[src/design/vtc_cmd_defs.vh]
// Purpose: Constants for the video timing command execution block.
// Assumes: Character clock domain only; host writes arrive as a one-cycle strobe.
// Notes: Opcodes, group codes, bit positions, increment cycles and address width live here.
// Notes on behaviour
// RULE1 - Display off with bit 2 set floats address bus and asserts blanking.
// RULE2 - Display on resumes blanking next field if bit 2, else next line.
// RULE3 - Display on returns the address bus drivers to active drive.
// RULE4 - Cursor off forces cursor output low; cursor on re-enables it.
// RULE5 - Any mix of pen, display, cursor selections in one byte works.
// RULE6 - Reset status clears each status bit whose operand bit is one.
// RULE7 - Operand bits: 0 pen, 1 ready, 2 split, 3 line zero, 4 vblank.
// RULE8 - Disable interrupts clears mask bits of the selected conditions.
// RULE9 - Enable interrupts clears selected status bits and sets their masks.
// RULE10 - Buffer access during active display waits for next horizontal blank.
// RULE11 - Buffer access in vertical retrace or display off runs at once.
// RULE12 - Increment cursor starts at once and finishes in about three clocks.
// RULE13 - Block fill blanks until vertical blank after its final write.
// RULE14 - Host issues no new block fill before that vertical blank begins.
// RULE15 - Completing any delayed command sets ready status bit and done flag.
// RULE16 - Host waits for ready before issuing commands after a delayed one.
// RULE17 - Read/write at pointer moves one byte addressed by the pointer.
// RULE18 - Read/write at cursor moves one byte addressed by the cursor.
// RULE19 - Increment cursor adds one to cursor modulo 16K.
// RULE20 - Cursor transfer with increment transfers first, then adds one.
// RULE21 - Block fill writes latch from cursor through pointer inclusive.
// RULE22 - After block fill pointer is unchanged and cursor equals pointer.
// RULE23 - Instantaneous commands act after the write and leave ready alone.
// RULE24 - Top bits 010 reset status, 100 disable, 011 enable interrupts.
// RULE25 - Delayed opcodes A4, A2, A9, AC, AA, AD, AB, BB.
// RULE26 - On/off bytes have top bits 001; bit 0 off/on; bits 4,3,1 select.
// RULE27 - Pending delayed command held with a flag cleared at completion.
`ifndef VTC_CMD_DEFS_VH
`define VTC_CMD_DEFS_VH
`define VTC_OP_RD_PTR 8'hA4
`define VTC_OP_WR_PTR 8'hA2
`define VTC_OP_INC_CUR 8'hA9
`define VTC_OP_RD_CUR 8'hAC
`define VTC_OP_WR_CUR 8'hAA
`define VTC_OP_RD_CUR_INC 8'hAD
`define VTC_OP_WR_CUR_INC 8'hAB
`define VTC_OP_FILL 8'hBB
`define VTC_GRP_ONOFF 3'h1
`define VTC_GRP_RST 3'h2
`define VTC_GRP_ENA 3'h3
`define VTC_GRP_DIS 3'h4
`define VTC_BIT_ONOFF 0
`define VTC_BIT_SEL1 1
`define VTC_BIT_NFLD 2
`define VTC_BIT_SEL3 3
`define VTC_BIT_SEL4 4
`define VTC_IS_PEN 0
`define VTC_IS_READY 1
`define VTC_IS_SPLIT 2
`define VTC_IS_LZERO 3
`define VTC_IS_VBLANK 4
`define VTC_INC_CYCLES 3
`define VTC_ADDR_W 14
`endif

[src/design/vtc_cmd_exec.v]
// Purpose: Command execution of a CRT video timing controller.
// Assumes: cmdWrite pulses one cycle after the host write strobe ends.
// Notes: Memory port is a single-cycle strobe; read data must stand while it is high.
// Notes: Only one delayed command is held; a second one while busy is dropped, so
// the host must wait for the done flag before it writes again.
`include "vtc_cmd_defs.vh"
`default_nettype none
module vtc_cmd_exec #(
    parameter AW = `VTC_ADDR_W
) (
    // Clock, reset, enable.
    input wire sys_clk,
    input wire reset,
    input wire clkEn,
    // Host command and latch.
    input wire cmdWrite,
    input wire [7:0] cmdByte,
    input wire latchLoad,
    input wire [7:0] latchIn,
    input wire [AW-1:0] pointerIn,
    input wire pointerLoad,
    input wire [AW-1:0] cursorIn,
    input wire cursorLoad,
    // Raster timing from the timing generator.
    input wire hBlank,
    input wire vBlank,
    input wire fieldStart,
    input wire lineStart,
    input wire rasterBlank,
    input wire rasterCursor,
    // Raw interrupt events.
    input wire [4:0] eventIn,
    // Display memory.
    input wire [7:0] memRdData,
    output reg memRd,
    output reg memWr,
    output reg [AW-1:0] memAddr,
    output reg [7:0] memWrData,
    // Display outputs.
    output reg [AW-1:0] display_address_bus,
    output reg displayAddrOe,
    output reg blankOut,
    output reg cursorOut,
    // Host status.
    output reg [7:0] latchOut,
    output reg [AW-1:0] cursorOut16,
    output reg [4:0] statusOut,
    output reg [4:0] maskOut,
    output reg command_done_flag,
    output reg interrupt_request_out,
    output reg penEnable
);
    // Sequencer states; the read capture state exists because the latch takes
    // memory data at the edge that ends the read strobe.
    localparam ST_IDLE = 3'h0;
    localparam ST_WAIT = 3'h1;
    localparam ST_XFER = 3'h2;
    localparam ST_INC = 3'h3;
    localparam ST_FILL = 3'h4;
    localparam ST_RDCAP = 3'h6;

    // Sequencer state, the held command and the host-visible address registers.
    reg [2:0] state_q;
    reg [7:0] pendCmd_q;
    reg pending_q;
    reg dispOn_q;
    reg resumeWait_q;
    reg resumeField_q;
    reg cursorEn_q;
    reg fillBlank_q;
    reg vBlankPrev_q;
    reg [AW-1:0] pointer_q;
    reg [AW-1:0] cursor_q;
    reg [7:0] latch_q;
    reg [4:0] status_q;
    reg [4:0] mask_q;
    reg incStart;
    wire incDone;
    wire grpOnOff = cmdWrite && (cmdByte[7:5] == `VTC_GRP_ONOFF);
    wire grpRst = cmdWrite && (cmdByte[7:5] == `VTC_GRP_RST); // RULE24
    wire grpEna = cmdWrite && (cmdByte[7:5] == `VTC_GRP_ENA); // RULE24
    wire grpDis = cmdWrite && (cmdByte[7:5] == `VTC_GRP_DIS); // RULE24
    // Only the eight listed opcodes start a delayed command; other bytes there do nothing.
    wire isDelayed = cmdWrite && (cmdByte == `VTC_OP_RD_PTR || cmdByte == `VTC_OP_WR_PTR ||
        cmdByte == `VTC_OP_INC_CUR || cmdByte == `VTC_OP_RD_CUR ||
        cmdByte == `VTC_OP_WR_CUR || cmdByte == `VTC_OP_RD_CUR_INC ||
        cmdByte == `VTC_OP_WR_CUR_INC || cmdByte == `VTC_OP_FILL); // RULE25
    // Immediate window: vertical retrace, horizontal blank, or display off.
    wire accessOk = vBlank || hBlank || !dispOn_q; // RULE10 RULE11
    // Opcode fields of the held command: bit 3 picks the cursor, bit 2 a read,
    // bit 0 the increment after a cursor transfer.
    wire pendUsesCursor = pendCmd_q[3];
    wire pendIsRead = pendCmd_q[2];
    wire pendIncr = pendCmd_q[0];
    wire [AW-1:0] xferAddr = pendUsesCursor ? cursor_q : pointer_q;
    reg completeNow;

    // The increment runs in its own counter so the sequencer only waits for done.
    vtc_cmd_incr #(
        .CYCLES(`VTC_INC_CYCLES)
    ) incUnit (
        .sys_clk(sys_clk),
        .reset(reset),
        .clkEn(clkEn),
        .start(incStart),
        .done(incDone)
    );

    // Display, cursor and light pen controls; one byte may change several.
    always @(posedge sys_clk) begin
        if (reset) begin
            dispOn_q <= 1'b0;
            displayAddrOe <= 1'b1;
            resumeWait_q <= 1'b0;
            resumeField_q <= 1'b0;
            cursorEn_q <= 1'b0;
            penEnable <= 1'b0;
        end else if (clkEn) begin
            if (resumeWait_q && (resumeField_q ? fieldStart : lineStart)) begin
                dispOn_q <= 1'b1; // RULE2
                resumeWait_q <= 1'b0;
            end
            if (grpOnOff) begin
                if (cmdByte[`VTC_BIT_SEL1]) begin
                    penEnable <= cmdByte[`VTC_BIT_ONOFF]; // RULE5
                end
                if (cmdByte[`VTC_BIT_SEL3]) begin // RULE26
                    // Display on drives the address bus at once and arms the resume, so a line or field is never cut short.
                    if (cmdByte[`VTC_BIT_ONOFF]) begin
                        displayAddrOe <= 1'b1; // RULE3
                        resumeWait_q <= 1'b1;
                        resumeField_q <= cmdByte[`VTC_BIT_NFLD]; // RULE2
                    end else begin
                        // Display off blanks at once; the drivers float only when asked.
                        dispOn_q <= 1'b0;
                        resumeWait_q <= 1'b0;
                        displayAddrOe <= !cmdByte[`VTC_BIT_NFLD]; // RULE1
                    end
                end
                if (cmdByte[`VTC_BIT_SEL4]) begin
                    cursorEn_q <= cmdByte[`VTC_BIT_ONOFF]; // RULE4
                end
            end
        end
    end

    // Delayed command sequencer; the pending flag drops only at completion.
    always @(posedge sys_clk) begin
        if (reset) begin
            state_q <= ST_IDLE;
            pending_q <= 1'b0;
            pendCmd_q <= 8'h00;
            pointer_q <= {AW{1'b0}};
            cursor_q <= {AW{1'b0}};
            latch_q <= 8'h00;
            memRd <= 1'b0;
            memWr <= 1'b0;
            memAddr <= {AW{1'b0}};
            memWrData <= 8'h00;
            fillBlank_q <= 1'b0;
            vBlankPrev_q <= 1'b0;
            incStart <= 1'b0;
            completeNow <= 1'b0;
        end else if (clkEn) begin
            memRd <= 1'b0;
            memWr <= 1'b0;
            incStart <= 1'b0;
            completeNow <= 1'b0;
            if (latchLoad) begin
                latch_q <= latchIn;
            end
            if (pointerLoad) begin
                pointer_q <= pointerIn;
            end
            if (cursorLoad) begin
                cursor_q <= cursorIn;
            end
            vBlankPrev_q <= vBlank;
            // Release waits for a fresh vertical blank after the last write, so a fill
            // that ends inside retrace keeps the screen blanked until the next one.
            // The sequencer is already idle then and takes further commands.
            if (fillBlank_q && state_q != ST_FILL && vBlank && !vBlankPrev_q) begin
                fillBlank_q <= 1'b0; // RULE13
            end
            case (state_q)
                ST_IDLE: begin
                    if (isDelayed && !pending_q) begin
                        pendCmd_q <= cmdByte; // RULE27
                        pending_q <= 1'b1;
                        if (cmdByte == `VTC_OP_INC_CUR) begin
                            incStart <= 1'b1; // RULE12
                            state_q <= ST_INC;
                        end else if (cmdByte == `VTC_OP_FILL) begin
                            fillBlank_q <= 1'b1; // RULE13
                            state_q <= ST_FILL;
                        end else begin
                            state_q <= ST_WAIT;
                        end
                    end
                end
                ST_WAIT: begin
                    // Address, data and strobe leave together from flip-flops.
                    if (accessOk) begin // RULE10 RULE11
                        memAddr <= xferAddr; // RULE17 RULE18
                        memWrData <= latch_q;
                        memRd <= pendIsRead;
                        memWr <= !pendIsRead;
                        state_q <= pendIsRead ? ST_RDCAP : ST_XFER;
                    end
                end
                ST_RDCAP: begin
                    // Memory data stands while the read strobe is high.
                    latch_q <= memRdData;
                    state_q <= ST_XFER;
                end
                ST_XFER: begin
                    if (pendUsesCursor && pendIncr) begin
                        cursor_q <= cursor_q + {{(AW-1){1'b0}}, 1'b1}; // RULE20
                    end
                    pending_q <= 1'b0;
                    completeNow <= 1'b1; // RULE15
                    state_q <= ST_IDLE;
                end
                ST_INC: begin
                    // The raster is ignored here; the increment never waits for blanking.
                    if (incDone) begin
                        cursor_q <= cursor_q + {{(AW-1){1'b0}}, 1'b1}; // RULE19
                        pending_q <= 1'b0;
                        completeNow <= 1'b1; // RULE15
                        state_q <= ST_IDLE;
                    end
                end
                ST_FILL: begin
                    // One write per clock; the cursor walks up to the pointer and stops on it.
                    memAddr <= cursor_q; // RULE21
                    memWrData <= latch_q;
                    memWr <= 1'b1;
                    if (cursor_q == pointer_q) begin
                        pending_q <= 1'b0; // RULE22
                        completeNow <= 1'b1; // RULE15
                        state_q <= ST_IDLE;
                    end else begin
                        cursor_q <= cursor_q + {{(AW-1){1'b0}}, 1'b1};
                    end
                end
                default: begin
                    state_q <= ST_IDLE;
                end
            endcase
        end
    end

    // Raw events and command completion raise status bits; a clear in the same
    // cycle loses, so an event is never missed by a host that clears too late.
    wire [4:0] setBits = eventIn | ({4'h0, completeNow} << `VTC_IS_READY); // RULE7
    wire [4:0] clrBits = (grpRst || grpEna) ? cmdByte[4:0] : 5'h00; // RULE6 RULE9
    // Interrupt status, mask and the done flag.
    always @(posedge sys_clk) begin
        if (reset) begin
            status_q <= 5'h00;
            mask_q <= 5'h00;
            command_done_flag <= 1'b1;
        end else if (clkEn) begin
            status_q <= (status_q & ~clrBits) | setBits; // RULE6 RULE23
            if (grpEna) begin
                mask_q <= mask_q | cmdByte[4:0]; // RULE9
            end else if (grpDis) begin
                mask_q <= mask_q & ~cmdByte[4:0]; // RULE8
            end
            // Done drops when a delayed command is taken and rises when it completes.
            if (completeNow) begin
                command_done_flag <= 1'b1; // RULE15
            end else if (isDelayed && state_q == ST_IDLE && !pending_q) begin
                command_done_flag <= 1'b0;
            end
        end
    end

    // Registered outputs toward the display and host.
    always @(posedge sys_clk) begin
        if (reset) begin
            blankOut <= 1'b1;
            cursorOut <= 1'b0;
            display_address_bus <= {AW{1'b0}};
            latchOut <= 8'h00;
            cursorOut16 <= {AW{1'b0}};
            statusOut <= 5'h00;
            maskOut <= 5'h00;
            interrupt_request_out <= 1'b0;
        end else if (clkEn) begin
            blankOut <= !dispOn_q || fillBlank_q || rasterBlank; // RULE1 RULE13
            cursorOut <= cursorEn_q && rasterCursor; // RULE4
            display_address_bus <= memAddr;
            latchOut <= latch_q;
            cursorOut16 <= cursor_q;
            statusOut <= status_q;
            maskOut <= mask_q;
            // The request follows the held status, so it lags a status bit by one clock.
            interrupt_request_out <= |(status_q & mask_q); // RULE8 RULE9
        end
    end
endmodule
`default_nettype wire

[src/design/vtc_cmd_incr.v]
// Purpose: Cursor increment sequencer for the command execution block.
// Assumes: Started by a one-cycle pulse; cursor is updated by the caller.
// Notes: Spreads the increment over a fixed number of character clocks.
`default_nettype none
module vtc_cmd_incr #(
    parameter CYCLES = 3
) (
    // Clock and control.
    input wire sys_clk,
    input wire reset,
    input wire clkEn,
    // Handshake.
    input wire start,
    output reg done
);
    reg [3:0] count_q;
    // Counts down from start; done pulses on the last cycle so the
    // whole operation spans CYCLES clocks, matching the ready timing.
    always @(posedge sys_clk) begin
        if (reset) begin
            count_q <= 4'h0;
            done <= 1'b0;
        end else if (clkEn) begin
            done <= 1'b0;
            if (start) begin
                count_q <= CYCLES[3:0] - 4'h1;
            end else if (count_q != 4'h0) begin
                count_q <= count_q - 4'h1;
                if (count_q == 4'h1) begin
                    done <= 1'b1; // RULE12
                end
            end
        end
    end
endmodule
`default_nettype wire

[config.mk]
export PLATFORM = sky130hd
export DESIGN_NAME = vtc_cmd_exec
export DESIGN_NICKNAME = d
export VERILOG_FILES = /design/src/design/vtc_cmd_exec.v /design/src/design/vtc_cmd_incr.v
export VERILOG_INCLUDE_DIRS = /design/src /design/src/design
export SDC_FILE = /design/constraint.sdc
export NUM_CORES = 1
export LEC_CHECK = 0
export ABC_AREA = 1
export BUFFER_PORTS_ARGS = -buffer_cell sky130_fd_sc_hd__clkbuf_2
export CORE_MARGIN = 1
export CORE_UTILIZATION = 54
export DETAILED_ROUTE_END_ITERATION = 10
export MAX_ROUTING_LAYER = met4
export PLACE_DENSITY = 0.8
export SLEW_MARGIN = 40
export SYNTH_ARGS = -nofsm -noshare
export SYNTH_HDL_FRONTEND = slang
export SYNTH_SLANG_ARGS = --single-unit
[constraint.sdc]
create_clock -name sys_clk -period 1.9 [get_ports sys_clk]
set_clock_uncertainty 0.1 [all_clocks]
set_input_delay 0.285 -clock sys_clk [delete_from_list [all_inputs] [get_ports sys_clk]]
set_output_delay 0.285 -clock sys_clk [all_outputs]
set_load 0.03 [all_outputs]
==> impl_results.md, run 1 <==
- Pwr Density: 1260 nW/µm²
- Drt via density: 5.46
- Crit. Startpoint: state_q[0]$_SDFFE_PP0P_
- DRC Markers: 20
- Vias: 6,628
- Syn_nets: 977
- Max stage delay cell, worst path: dfxtp_1
- Detail Route Antenna Nets: 0
- Worst hold endpoint: cursorOut$_SDFFE_PP0P_
- Hold WS: 11.3 ps
- Num rows: 39
- Sw frac: 35.6%
- Actual slew at the worst max-slew pin: 543 ps
- Antenna diode count: 0
- Die area: 12,400 µm²
- Largest net degree at the start of global routing: 54
- Critical path startpoint category: flop
- Clock-pin slew on the worst setup and hold paths: 60 ps
- Area Growth Syn to Fin: 27.0%
- Worst-skew pair later-pin latency: 420 ps
- Critical path fanouts, max: 28
- Psw: 0.00367 W
- R2r endpoint: memAddr[9]$_SDFFE_PP0P_
- First-pass GRT wire length: 29,400 µm
- Initial drt markers: 540
- Status: complete, but fails checks
- Gr ovfl total: 0
- Maximum VDD drop: 0.000675 V
- Yosys cell types: 38
- Int Pwr: 0.00663 W
- Crit path max-delay family: simple AND/OR/NAND/NOR gates
- Worst rel slew slack: 63.8%
- Number of CTS-inserted buffers: 17
- Die X-Extent: 111 µm
- Post-Syn Instances: 903
- WP data required: 2070 ps
- #FFs+latches synth: 142
- FF-to-FF setup slack: 140 ps
- Final nets: 1,132
- CP endpoint kind: flop
- Area of the mapped netlist: 6440 µm²
- Hold path cells: 3
- Sequential group share of total power: 36.0%
- Upper clock frequency limit: 0.569 GHz
- GP Congestion: 0.949
- Finished Layout Cells: 1,213
- Wire per inst: 14.5 µm
- Routed Wire Length: 17,600 µm
- Clock power share: 33.3%
- Setup ws final: 143 ps
- Tot GR Track Use: 30.4%
- Crit path buf inv count: 1
- Setup-failing EPs final: 0
- HP Start: rasterCursor
- Ratio of final minimum period to clock period: 92.5%
- Crit path cell chain: nor2_1 > nand2_1 > nand2_1 > buf_12 > nor2_1 > a211oi_1 > a211oi_1
- Share of layout cells above drive strength 1: 23.2%
- Pleak: 3.74 nW
- Logic pwr share: 30.7%
- Max Slew Vio Count: 0
- Failing checks: design-rule violations
- Setup slack after placement: -27.1 ps
- Critical path type: flop to flop
- Worst Path Arrival: 1930 ps
- Worst r2r path cells: 7
- TritonCTS clock tree: yes
- Crit path largest cell delay: 350 ps
- Max-Cap Viols: 0
- Vias in the first global route: 6,207
- Initial antenna violation count: 0
- Post-DP HPWL: 12,200 µm
- Fin crit period: 1760 ps
- Final Hold Vio Count: 0
- Initial Util: 55.9%
- Syn Area/Cell: 7.13 µm²
- Sequential area share after synthesis: 44.2%
- I/O Pins: 146
- Reg-to-reg startpoint: state_q[0]$_SDFFE_PP0P_
- CTS Sinks: 142
- Max Root-Sink Buffers: 2
- Core area: 11,500 µm²
- IO buf count: 145
- Pre-Repair DR Iteration Count: 8
- Placed cells: 1,172
- Synth warn: 0
- CTS H-tree lvls: 4
- HP Class: input port to flop
- Root buffer selected by CTS: clkbuf_16
- Die Height: 111 µm
[cell families (layout without fill, tap and decap cells)]
family	Yosys count	after routing	synth area share, %
AND/OR/NAND/NOR	340	340	22.4
XOR/XNOR	9	9	1.22
adder cells (fa/ha/maj)	4	4	0.777
flip-flops	142	142	44.2
buffers and inverters	144	311	8.77
AO/OA/AOI/OAI	264	264	22.7
[cell usage after synthesis, drive strengths merged]
cell      n  area, µm²
xor2      9       78.8
nand3    35        180
o31ai     1       7.51
o22ai     1       6.26
ha        4       50.1
nand4    13       87.6
a22o      1       8.76
a21oi    84        432
buf      14       75.1
o21ai   122        611
nor2    117        447
o211ai    3       22.5
nand2   157        609
a211oi   33        248
o21bai    1       7.51
a31oi    14       87.6
nand3b    3       26.3
inv      97        364
o21a      2       15.0
a221oi    2       17.5
clkinv    2       7.51
clkbuf   31        118
dfxtp   142       2840
or2       3       18.8
nor3     12       70.1
[area by class of cell]
cell class                 count  area (µm²)
tap                          143         179
timing repair buffer         181        1080
clock buffer                  20         437
multi-input combinational    617        3060
inverter                      99         377
sequential                   142        2870
clock inverter                11         168
fill                         968        3340
[layout by cell type, fill, tap and decap left out, drive strengths merged, types with 30 or more instances in the layout]
cell | netlist | layout
nand2 | 157 | 157
inv | 97 | 97
clkbuf | 31 | 164
dfxtp | 142 | 142
a21oi | 84 | 84
nor2 | 117 | 117
o21ai | 122 | 122
buf | 14 | 30
a211oi | 33 | 33
nand3 | 35 | 35
[worst max-delay path by stage]
stage	to	cells past startpoint	slack (ps)
6_report	memAddr[9]$_SDFFE_PP0P_	7	140
5_1_grt	cursor_q[13]$_SDFFE_PP0P_	13	-20
4_1_cts	cursor_q[12]$_SDFFE_PP0P_	13	8
3_5_place_dp	cursor_q[12]$_SDFFE_PP0P_	13	-30
3_3_place_gp	cursor_q[12]$_SDFFE_PP0P_	13	-1
2_1_floorplan	cursor_q[10]$_SDFFE_PP0P_	14	300
[layer usage]
metal	vias to the layer above	global-route usage [%]	share of wire (%)
li1	3334	-	-
met1	2954	37.8	44
met2	307	47.5	45
met3	33	6.51	8.0
met4	0	13.7	2.7
met5	-	-	0
[stage by stage]
step / utilization (%) / area, µm² / TNS, ps / power, W
2_1_floorplan: - / 6440 / 0 / 0.00584
3_3_place_gp: 64.3 / 7410 / -2.69 / 0.00674
3_5_place_dp: 64.3 / 7410 / -52.9 / 0.00678
4_1_cts: 70.3 / 8090 / 0 / 0.0102
5_1_grt: 71.0 / 8180 / -31.7 / 0.0108
6_report: 71.0 / 8180 / 0 / 0.0103
[power groups by stage]
| stage | registers [W] | clock network, W | logic [W] |
|---|---|---|---|
| 6_report | 0.00371 | 0.00343 | 0.00316 |
| 5_1_grt | 0.00376 | 0.00359 | 0.00349 |
| 4_1_cts | 0.00370 | 0.00346 | 0.00305 |
| 3_5_place_dp | 0.00376 | 0 | 0.00302 |
| 3_3_place_gp | 0.00375 | 0 | 0.00300 |
| 2_1_floorplan | 0.00419 | 0 | 0.00166 |
[worst register-to-register path, stage by stage (launching register included)]
cell	delay, ps
dfxtp_1	350
nor2_1	150
nand2_1	160
nand2_1	150
buf_12	180
nor2_1	100
a211oi_1	340
a211oi_1	80
[what timing repair did]
action / 4_1_cts / 5_1_grt
hold buffers: 7 / 0
pin swaps: 0 / 7
buffers inserted: 0 / 3
setup endpoints to repair: 3 / 32
gates resized for setup: 5 / 29
endpoints found under the hold margin: 6 / 0
[state kept, by name, indices dropped and copies added, names as in the netlist, 3 cells and up, named ones only]
name / flops
cursorOut16: 14
cursor_q: 14
display_address_bus: 14
memAddr: 14
pointer_q: 14
latchOut: 8
latch_q: 8
memWrData: 8
maskOut: 5
statusOut: 5
status_q: 5
incUnit.count_q: 4
pendCmd_q: 3
state_q: 3
No activity file was read; power rests on OpenSTA's default activity.
==> run 2, diff against run 1 <==
ABC_AREA = 0   (was 1)
==> run 2 against run 1 <==
The run ends with design-rule violations, negative setup slack left. Clock power shrank 2%. Flip-flop and latch count stayed put. Power down 22%. Design area rose by 9.4%. Via count decreased by 2.6%. Routed wire length is 10% higher. Final cell count decreased by 8.9%. Combinational power fell by 55%. First-iteration DRC count down 0.37%. Synthesized cell count is 17% lower. Critical path type unchanged. Largest cell class unchanged. Largest power group is now the clock network.
==> impl_results.md, run 2 <==
- Syn Area/Cell: 8.74 µm² (+23%)
- Maximum VDD drop: 0.000698 V (+3.4%)
- Largest cells by area after synthesis: dfxtp_1 (43%), mux2i_1 (11%), nor2_1 (6.1%)
- Vias in the first global route: 6,142 (-1.0%)
- Num rows: 39 (unchanged)
- Largest net degree at the start of global routing: 56 (+3.7%)
- Power Total: 0.00807 W (-22%)
- Initial antenna violation count: 0 (unchanged)
- Yosys cell types: 62 (+63%)
- Critical path fanouts, max: 6 (-79%)
- Critical path startpoint category: flop
- #FFs+latches synth: 142 (unchanged)
- Number of CTS-inserted buffers: 17 (unchanged)
- Synth top area share: 43.2% (-0.92 points)
- GP Congestion: 0.919 (-3.1%)
- Ratio of final minimum period to clock period: 108% (+16 points)
- Detail Route Antenna Nets: 0 (unchanged)
- Failing checks: design-rule violations, negative setup slack
- Upper clock frequency limit: 0.486 GHz (-15%)
- First-pass GRT wire length: 30,300 µm (+3.1%)
- Post-DP HPWL: 11,900 µm (-2.6%)
- Antenna diode count: 0 (unchanged)
- Area of the mapped netlist: 6580 µm² (+2.1%)
- Wire per inst: 17.6 µm (+21%)
- Die X-Extent: 112 µm (+1.0%)
- Leading cell type in the layout, fill and taps excluded: clkbuf_2
- Crit path cell chain: xor2_1 > nor4_2 > nand4_2 > a21boi_4 > mux2_4 > a31oi_4
- Pwr Density: 902 nW/µm² (-28%)
- Pleak: 3.93 nW (+5.2%)
- Status: complete, but fails checks
- Die area: 12,600 µm² (+2.1%)
- Top-count cell post-synth: dfxtp_1
- Root buffer selected by CTS: clkbuf_16
- Final nets: 1,023 (-9.6%)
- Max Slew Vio Count: 0 (unchanged)
- Post-DP Area: 7830 µm² (+5.6%)
- Worst Path Arrival: 2310 ps (+380 ps)
- Crit path buf inv count: 0 (-1)
- Async SR Flop Fraction: 0% (unchanged)
- Post-synth EDFFs: 0 (unchanged)
- Max Root-Sink Buffers: 2 (unchanged)
- Initial drt markers: 538 (-0.37%)
- Vias: 6,456 (-2.6%)
- Worst r2r path cells: 6 (-1)
- Worst-skew pair later-pin latency: 420 ps (about the same)
- Gr ovfl total: 0 (unchanged)
- Main synth FF type: dfxtp_1
- Share of layout cells above drive strength 1: 34.9% (+12 points)
- HP Class: input port to flop
- CTS Sinks: 142 (unchanged)
- Routed Wire Length: 19,400 µm (+10%)
- Final Hold Vio Count: 0 (unchanged)
- Hold path cells: 3 (unchanged)
- Critical path type: flop to flop
- Clock-pin slew on the worst setup and hold paths: 60 ps (about the same)
- Tot GR Track Use: 31.2% (+0.83 points)
- Post-Syn Instances: 752 (-17%)
- Actual slew at the worst max-slew pin: 553 ps (+10.7 ps)
- I/O Pins: 146 (unchanged)
- DRC Markers: 10 (-50%)
- Pre-Repair DR Iteration Count: 8 (unchanged)
- Syn_nets: 826 (-15%)
- Crit path largest cell delay: 350 ps (about the same)
- TritonCTS clock tree: yes
- Area Growth Syn to Fin: 36.1%
- Synth warn: 0 (unchanged)
- WP data required: 2150 ps (+80 ps)
- CTS H-tree lvls: 4 (unchanged)
- Fin crit period: 2060 ps (+301 ps)
- Initial Util: 56.4% (+0.48 points)
- Final Cell Area: 8950 µm² (+9.4%)
- CP endpoint kind: flop
- Drt via density: 5.84 (+6.9%)
- Worst rel slew slack: 63.1% (-0.72 points)
- Setup ws final: -158 ps (-301 ps)
- Sequential area share after synthesis: 43.2% (-0.92 points)
- Largest area contributor in the netlist: dfxtp_1
- Layout fillers: 758 (-22%)
- Crit path max-delay family: simple AND/OR/NAND/NOR gates
- Post-synth top cells: dfxtp_1 (142), nor2_1 (106), nand2_1 (76), mux2i_1 (69), a21oi_1 (40)
- Cell depth of the worst setup path: 6 (-1)
- IO buf count: 145 (unchanged)
- Core area: 11,700 µm² (+1.3%)
- Setup-failing EPs final: 37 (+37)
- Die Height: 112 µm (+1.0%)
- Highest-count cells in the layout ignoring fill and taps: clkbuf_2 (143), dfxtp_1 (127), nor2_1 (102)
- RSZ-0062 raised after global routing: yes
- Max stage delay cell, worst path: mux2_4
- Max-Cap Viols: 0 (unchanged)
-- run 2: cell count changes after synthesis, moves of 13 or more --
cell and delta:
o21ai_0 -91, a21oi_1 -43, nor2b_1 +15, mux2i_1 +69, nand3_1 -14, a211oi_1 -21
mux2_2 +16, a311oi_1 +16, inv_1 -79, nand2_1 -77, buf_2 +13
-- run 2: report_power, final --
| group | switching, W | total (W) | leakage, nW | internal (W) |
|---|---|---|---|---|
| Clock | 0.00127 | 0.00337 | 0.295 | 0.00210 |
| Sequential | 0.000132 | 0.00327 | 1.16 | 0.00314 |
| Combinational | 0.000790 | 0.00142 | 2.47 | 0.000633 |
-- run 2: area by class of cell --
cell class	instances	area, µm²	area share, %
clock inverters	9	108	1.20
inverters	9	33.8	0.378
flip-flops and latches	142	2870	32.0
repair buffers	243	1680	18.8
multi-input cells	536	3580	40.0
clock buffers	23	498	5.57
well taps	143	179	2.00
-- run 2: path summary, 6_finish.rpt --
| path | from | to | slack, ps |
|---|---|---|---|
| max | pointer_q[11]$_SDFFE_PP0P_ | cursor_q[9]$_SDFFE_PP0P_ | -160 |
| min | pointerIn[11] | pointer_q[11]$_SDFFE_PP0P_ | 10 |
| max reg2reg | pointer_q[11]$_SDFFE_PP0P_ | cursor_q[9]$_SDFFE_PP0P_ | -160 |
| min reg2reg | cursorOut$_SDFFE_PP0P_ | cursorOut$_SDFFE_PP0P_ | 370 |
-- run 2: worst register-to-register path, delay by kind of cell (launching register included) --
family | cells | cell delay [ps]
AND/OR/NAND/NOR | 2 | 550
AO/OA/AOI/OAI | 2 | 490
multiplexers | 1 | 350
flip-flops | 1 | 320
XOR/XNOR | 1 | 170
-- run 2: metrics by stage --
step	std cells	setup slack [ps]	util (%)	setup TNS, ps	hold slack, ps
CTS	1104	-99.1	75.4	-1320	3.43
floorplan	752	-42.0	-	-42.0	321
global placement	1052	-186	67.1	-669	354
finish	1105	-158	76.7	-2920	10.6
global route	1105	-210	76.7	-4790	6.71
detailed placement	1052	-214	67.1	-1070	371
-- run 2: repair_timing --
item	in CTS	in global routing
hold buffers	5	0
hold endpoints to repair	5	0
pin swaps	15	22
cloned	4	2
resized for setup	26	40
setup endpoints to repair	36	41
buffers inserted	12	2
-- run 2: per-layer routing --
metal / wire length [µm] / track usage [%] / share of wire [%]
met5: 0 / - / 0
met2: 9620 / 51.6 / 49
met4: 620 / 13.8 / 3.2
met1: 7900 / 37.3 / 41
met3: 1300 / 5.72 / 6.7
-- run 2: cells by family (layout without fill, tap and decap cells) --
family / Yosys count / after routing / share of synthesized area [%]
DFF: 142 / 142 / 43.2
muxes: 85 / 85 / 13.2
buffers and inverters: 74 / 284 / 5.18
adders and majority gates: 4 / 4 / 0.761
AOI/OAI and AO/OA: 144 / 144 / 14.2
xor gates and xnor gates: 22 / 22 / 2.93
and+or+nand+nor: 281 / 281 / 20.5
==> run 3, diff against run 2 <==
CORE_UTILIZATION = 46   (was 54)
PLACE_DENSITY = 0.69   (was 0.8)
==> run 3 against run 2 <==
The run ends with negative setup slack left. Setup slack better by 120 ps. Highest routed layer unchanged. Largest cell class unchanged. Combinational power decreased by 8%. Register-to-register slack gained 120 ps. Design area fell by 1.8%. Sequential share of layout area grew 0.52 points.
==> impl_results.md, run 3 (synthesis gave the netlist of run 2 again) <==
- Status: complete, but fails checks
- Failing checks: negative setup slack
- Pre-Repair DR Iteration Count: 5 (-3)
- RSZ-0062 raised after global routing: yes
- Critical path startpoint category: flop
- Worst-skew pair later-pin latency: 430 ps (about the same)
- Setup slack after placement: -170 ps (+44.1 ps)
- Antenna diode count: 0 (unchanged)
- Max Slew Vio Count: 0 (unchanged)
- Tot GR Track Use: 24.9% (-6.4 points)
- Reg-to-reg startpoint: pointer_q[5]$_SDFFE_PP0P_
- Setup-failing EPs final: 11 (-70%)
- Max-Cap Viols: 0 (unchanged)
- Maximum VDD drop: 0.000597 V (-15%)
- FF-to-FF setup slack: -40 ps (+120 ps)
- Wire per inst: 15.2 µm (-13%)
- Worst r2r path cells: 7 (+1)
- Worst Path Arrival: 2180 ps (-130 ps)
- Die Height: 122 µm (+8.2%)
- Max Root-Sink Buffers: 2 (unchanged)
- Gr ovfl total: 0 (unchanged)
- Highest-count cells in the layout ignoring fill and taps: clkbuf_2 (143), dfxtp_1 (129), nor2_1 (106)
- Detail Route Antenna Nets: 0 (unchanged)
- Final nets: 1,020 (-0.29%)
- Critical path type: flop to flop
- Initial antenna violation count: 0 (unchanged)
- CTS H-tree lvls: 4 (unchanged)
- Pleak: 3.87 nW (-1.5%)
- R2r endpoint: cursor_q[8]$_SDFFE_PP0P_
- First-pass GRT wire length: 27,800 µm (-8.4%)
- GP Congestion: 0.862 (-6.2%)
- Pwr Density: 912 nW/µm² (+1.1%)
- HP Class: input port to flop
- Initial drt markers: 358 (-33%)
- Die area: 14,800 µm² (+17%)
- Actual slew at the worst max-slew pin: 489 ps (-64.9 ps)
- Worst rel slew slack: 67.3% (+4.2 points)
- Post-DP HPWL: 12,300 µm (+3.6%)
- Vias in the first global route: 5,767 (-6.1%)
- Crit path cell chain: xor2_1 > nor4_2 > nand4_2 > a21boi_4 > buf_12 > a211oi_2 > a311oi_1
- Crit path largest cell delay: 330 ps (-20 ps)
- Share of layout cells above drive strength 1: 32.7% (-2.2 points)
- Area Growth Syn to Fin: 33.5%
- Fin crit period: 1940 ps (-116 ps)
- Upper clock frequency limit: 0.515 GHz (+6.0%)
- IO buf count: 145 (unchanged)
- Core area: 13,900 µm² (+19%)
- CP endpoint kind: flop
- Critical path fanouts, max: 16 (+10)
- Die X-Extent: 122 µm (+8.2%)
- Clock-pin slew on the worst setup and hold paths: 60 ps (about the same)
- WP data required: 2140 ps (about the same)
- Leading cell type in the layout, fill and taps excluded: clkbuf_2
- Finished Layout Cells: 1,139 (+3.1%)
- Root buffer selected by CTS: clkbuf_16
- Largest net degree at the start of global routing: 43 (-23%)
- Cell depth of the worst setup path: 7 (+1)
- DRC Markers: 0 (-10)
- Max stage delay cell, worst path: nor4_2
- Crit path max-delay family: compound AO/OA/AOI/OAI gates
- Int Pwr: 0.00585 W (-0.45%)
- Num rows: 43 (+10%)
- Placed cells: 1,095 (+4.1%)
- Drt via density: 5.30 (-9.3%)
- Ratio of final minimum period to clock period: 102% (-6.1 points)
- Logic pwr share: 16.2% (-1.4 points)
- Final Hold Vio Count: 0 (unchanged)
- Vias: 6,033 (-6.6%)
- Setup ws final: -41.8 ps (+116 ps)
- Initial Util: 47.2% (-9.2 points)
- Sequential group share of total power: 40.8% (+0.2 points)
- TritonCTS clock tree: yes
- Crit. Startpoint: pointer_q[5]$_SDFFE_PP0P_
- Routed Wire Length: 17,400 µm (-11%)
- Crit path buf inv count: 1 (+1)
- Sw frac: 26.9% (-0.21 points)
- I/O Pins: 146 (unchanged)
- Layout fillers: 1,214 (+60%)
- Clock power share: 43.0% (+1.2 points)
- Multi-input logic area: 3480 µm² (-2.8%)
- CP endpoint: cursor_q[8]$_SDFFE_PP0P_
- Number of CTS-inserted buffers: 17 (unchanged)
- Storage cell area: 2860 µm² (-0.26%)
- CTS Sinks: 142 (unchanged)
- Psw: 0.00216 W (-1.5%)
==> run 3: how the worst min path moves through the flow <==
| stage | from | endpoint | slack, ps | cells past startpoint |
|---|---|---|---|---|
| after detailed placement | vBlankPrev_q$_SDFFE_PP0P_ | vBlankPrev_q$_SDFFE_PP0P_ | 360 | 2 |
| after global placement | cursorOut$_SDFFE_PP0P_ | cursorOut$_SDFFE_PP0P_ | 360 | 2 |
| after floorplan | pointerIn[0] | pointer_q[0]$_SDFFE_PP0P_ | 320 | 2 |
| after global routing | rasterCursor | cursorOut$_SDFFE_PP0P_ | 10 | 3 |
| after CTS | rasterCursor | cursorOut$_SDFFE_PP0P_ | 4 | 3 |
| final | rasterCursor | cursorOut$_SDFFE_PP0P_ | 10 | 3 |
==> run 3: area by class of cell <==
cell class / instances / share of cell area [%]
clock inverters: 13 / 1.85
clock buffers: 19 / 5.16
flip-flops and latches: 142 / 32.6
multi-input cells: 536 / 39.6
repair buffers: 240 / 17.8
well taps: 180 / 2.56
inverters: 9 / 0.385
==> run 3: through the flow <==
stage | utilization [%] | power [W] | TNS (ps) | hold WS (ps) | area, µm²
2_1_floorplan | - | 0.00412 | -42.0 | 321 | 6590
3_3_place_gp | 56.9 | 0.00455 | -437 | 359 | 7930
3_5_place_dp | 56.9 | 0.00456 | -631 | 361 | 7930
4_1_cts | 62.7 | 0.00805 | -186 | 4.21 | 8740
5_1_grt | 63.0 | 0.00832 | -3120 | 11.1 | 8780
6_report | 63.0 | 0.00801 | -303 | 11.5 | 8780
==> run 3: power groups by stage <==
stage / sequential, W / combinational (W) / clock [W]
floorplan: 0.00341 / 0.000710 / 0
CTS: 0.00326 / 0.00129 / 0.00350
global route: 0.00328 / 0.00142 / 0.00363
finish: 0.00326 / 0.00130 / 0.00344
detailed placement: 0.00332 / 0.00124 / 0
global placement: 0.00332 / 0.00123 / 0
==> run 3: tightest hold or removal path, cell delays in order <==
cell      delay, ps
clkbuf_2         80
nand3_1          60
a21oi_1          60
==> run 3: repair_timing <==
| action | 4_1_cts | 5_1_grt |
|---|---|---|
| endpoints found under the hold margin | 10 | 0 |
| buffers inserted | 1 | 0 |
| cloned | 0 | 1 |
| pin swaps | 14 | 8 |
| setup endpoints to repair | 19 | 43 |
| hold buffers | 10 | 0 |
| resized for setup | 28 | 9 |
==> run 3: per-layer routing <==
layer	wire length, µm	vias up	GRT usage (%)
li1	-	3015	-
met1	7610	2815	29.0
met2	8530	162	40.2
met3	758	41	6.13
met4	466	0	11.3
met5	0	-	-
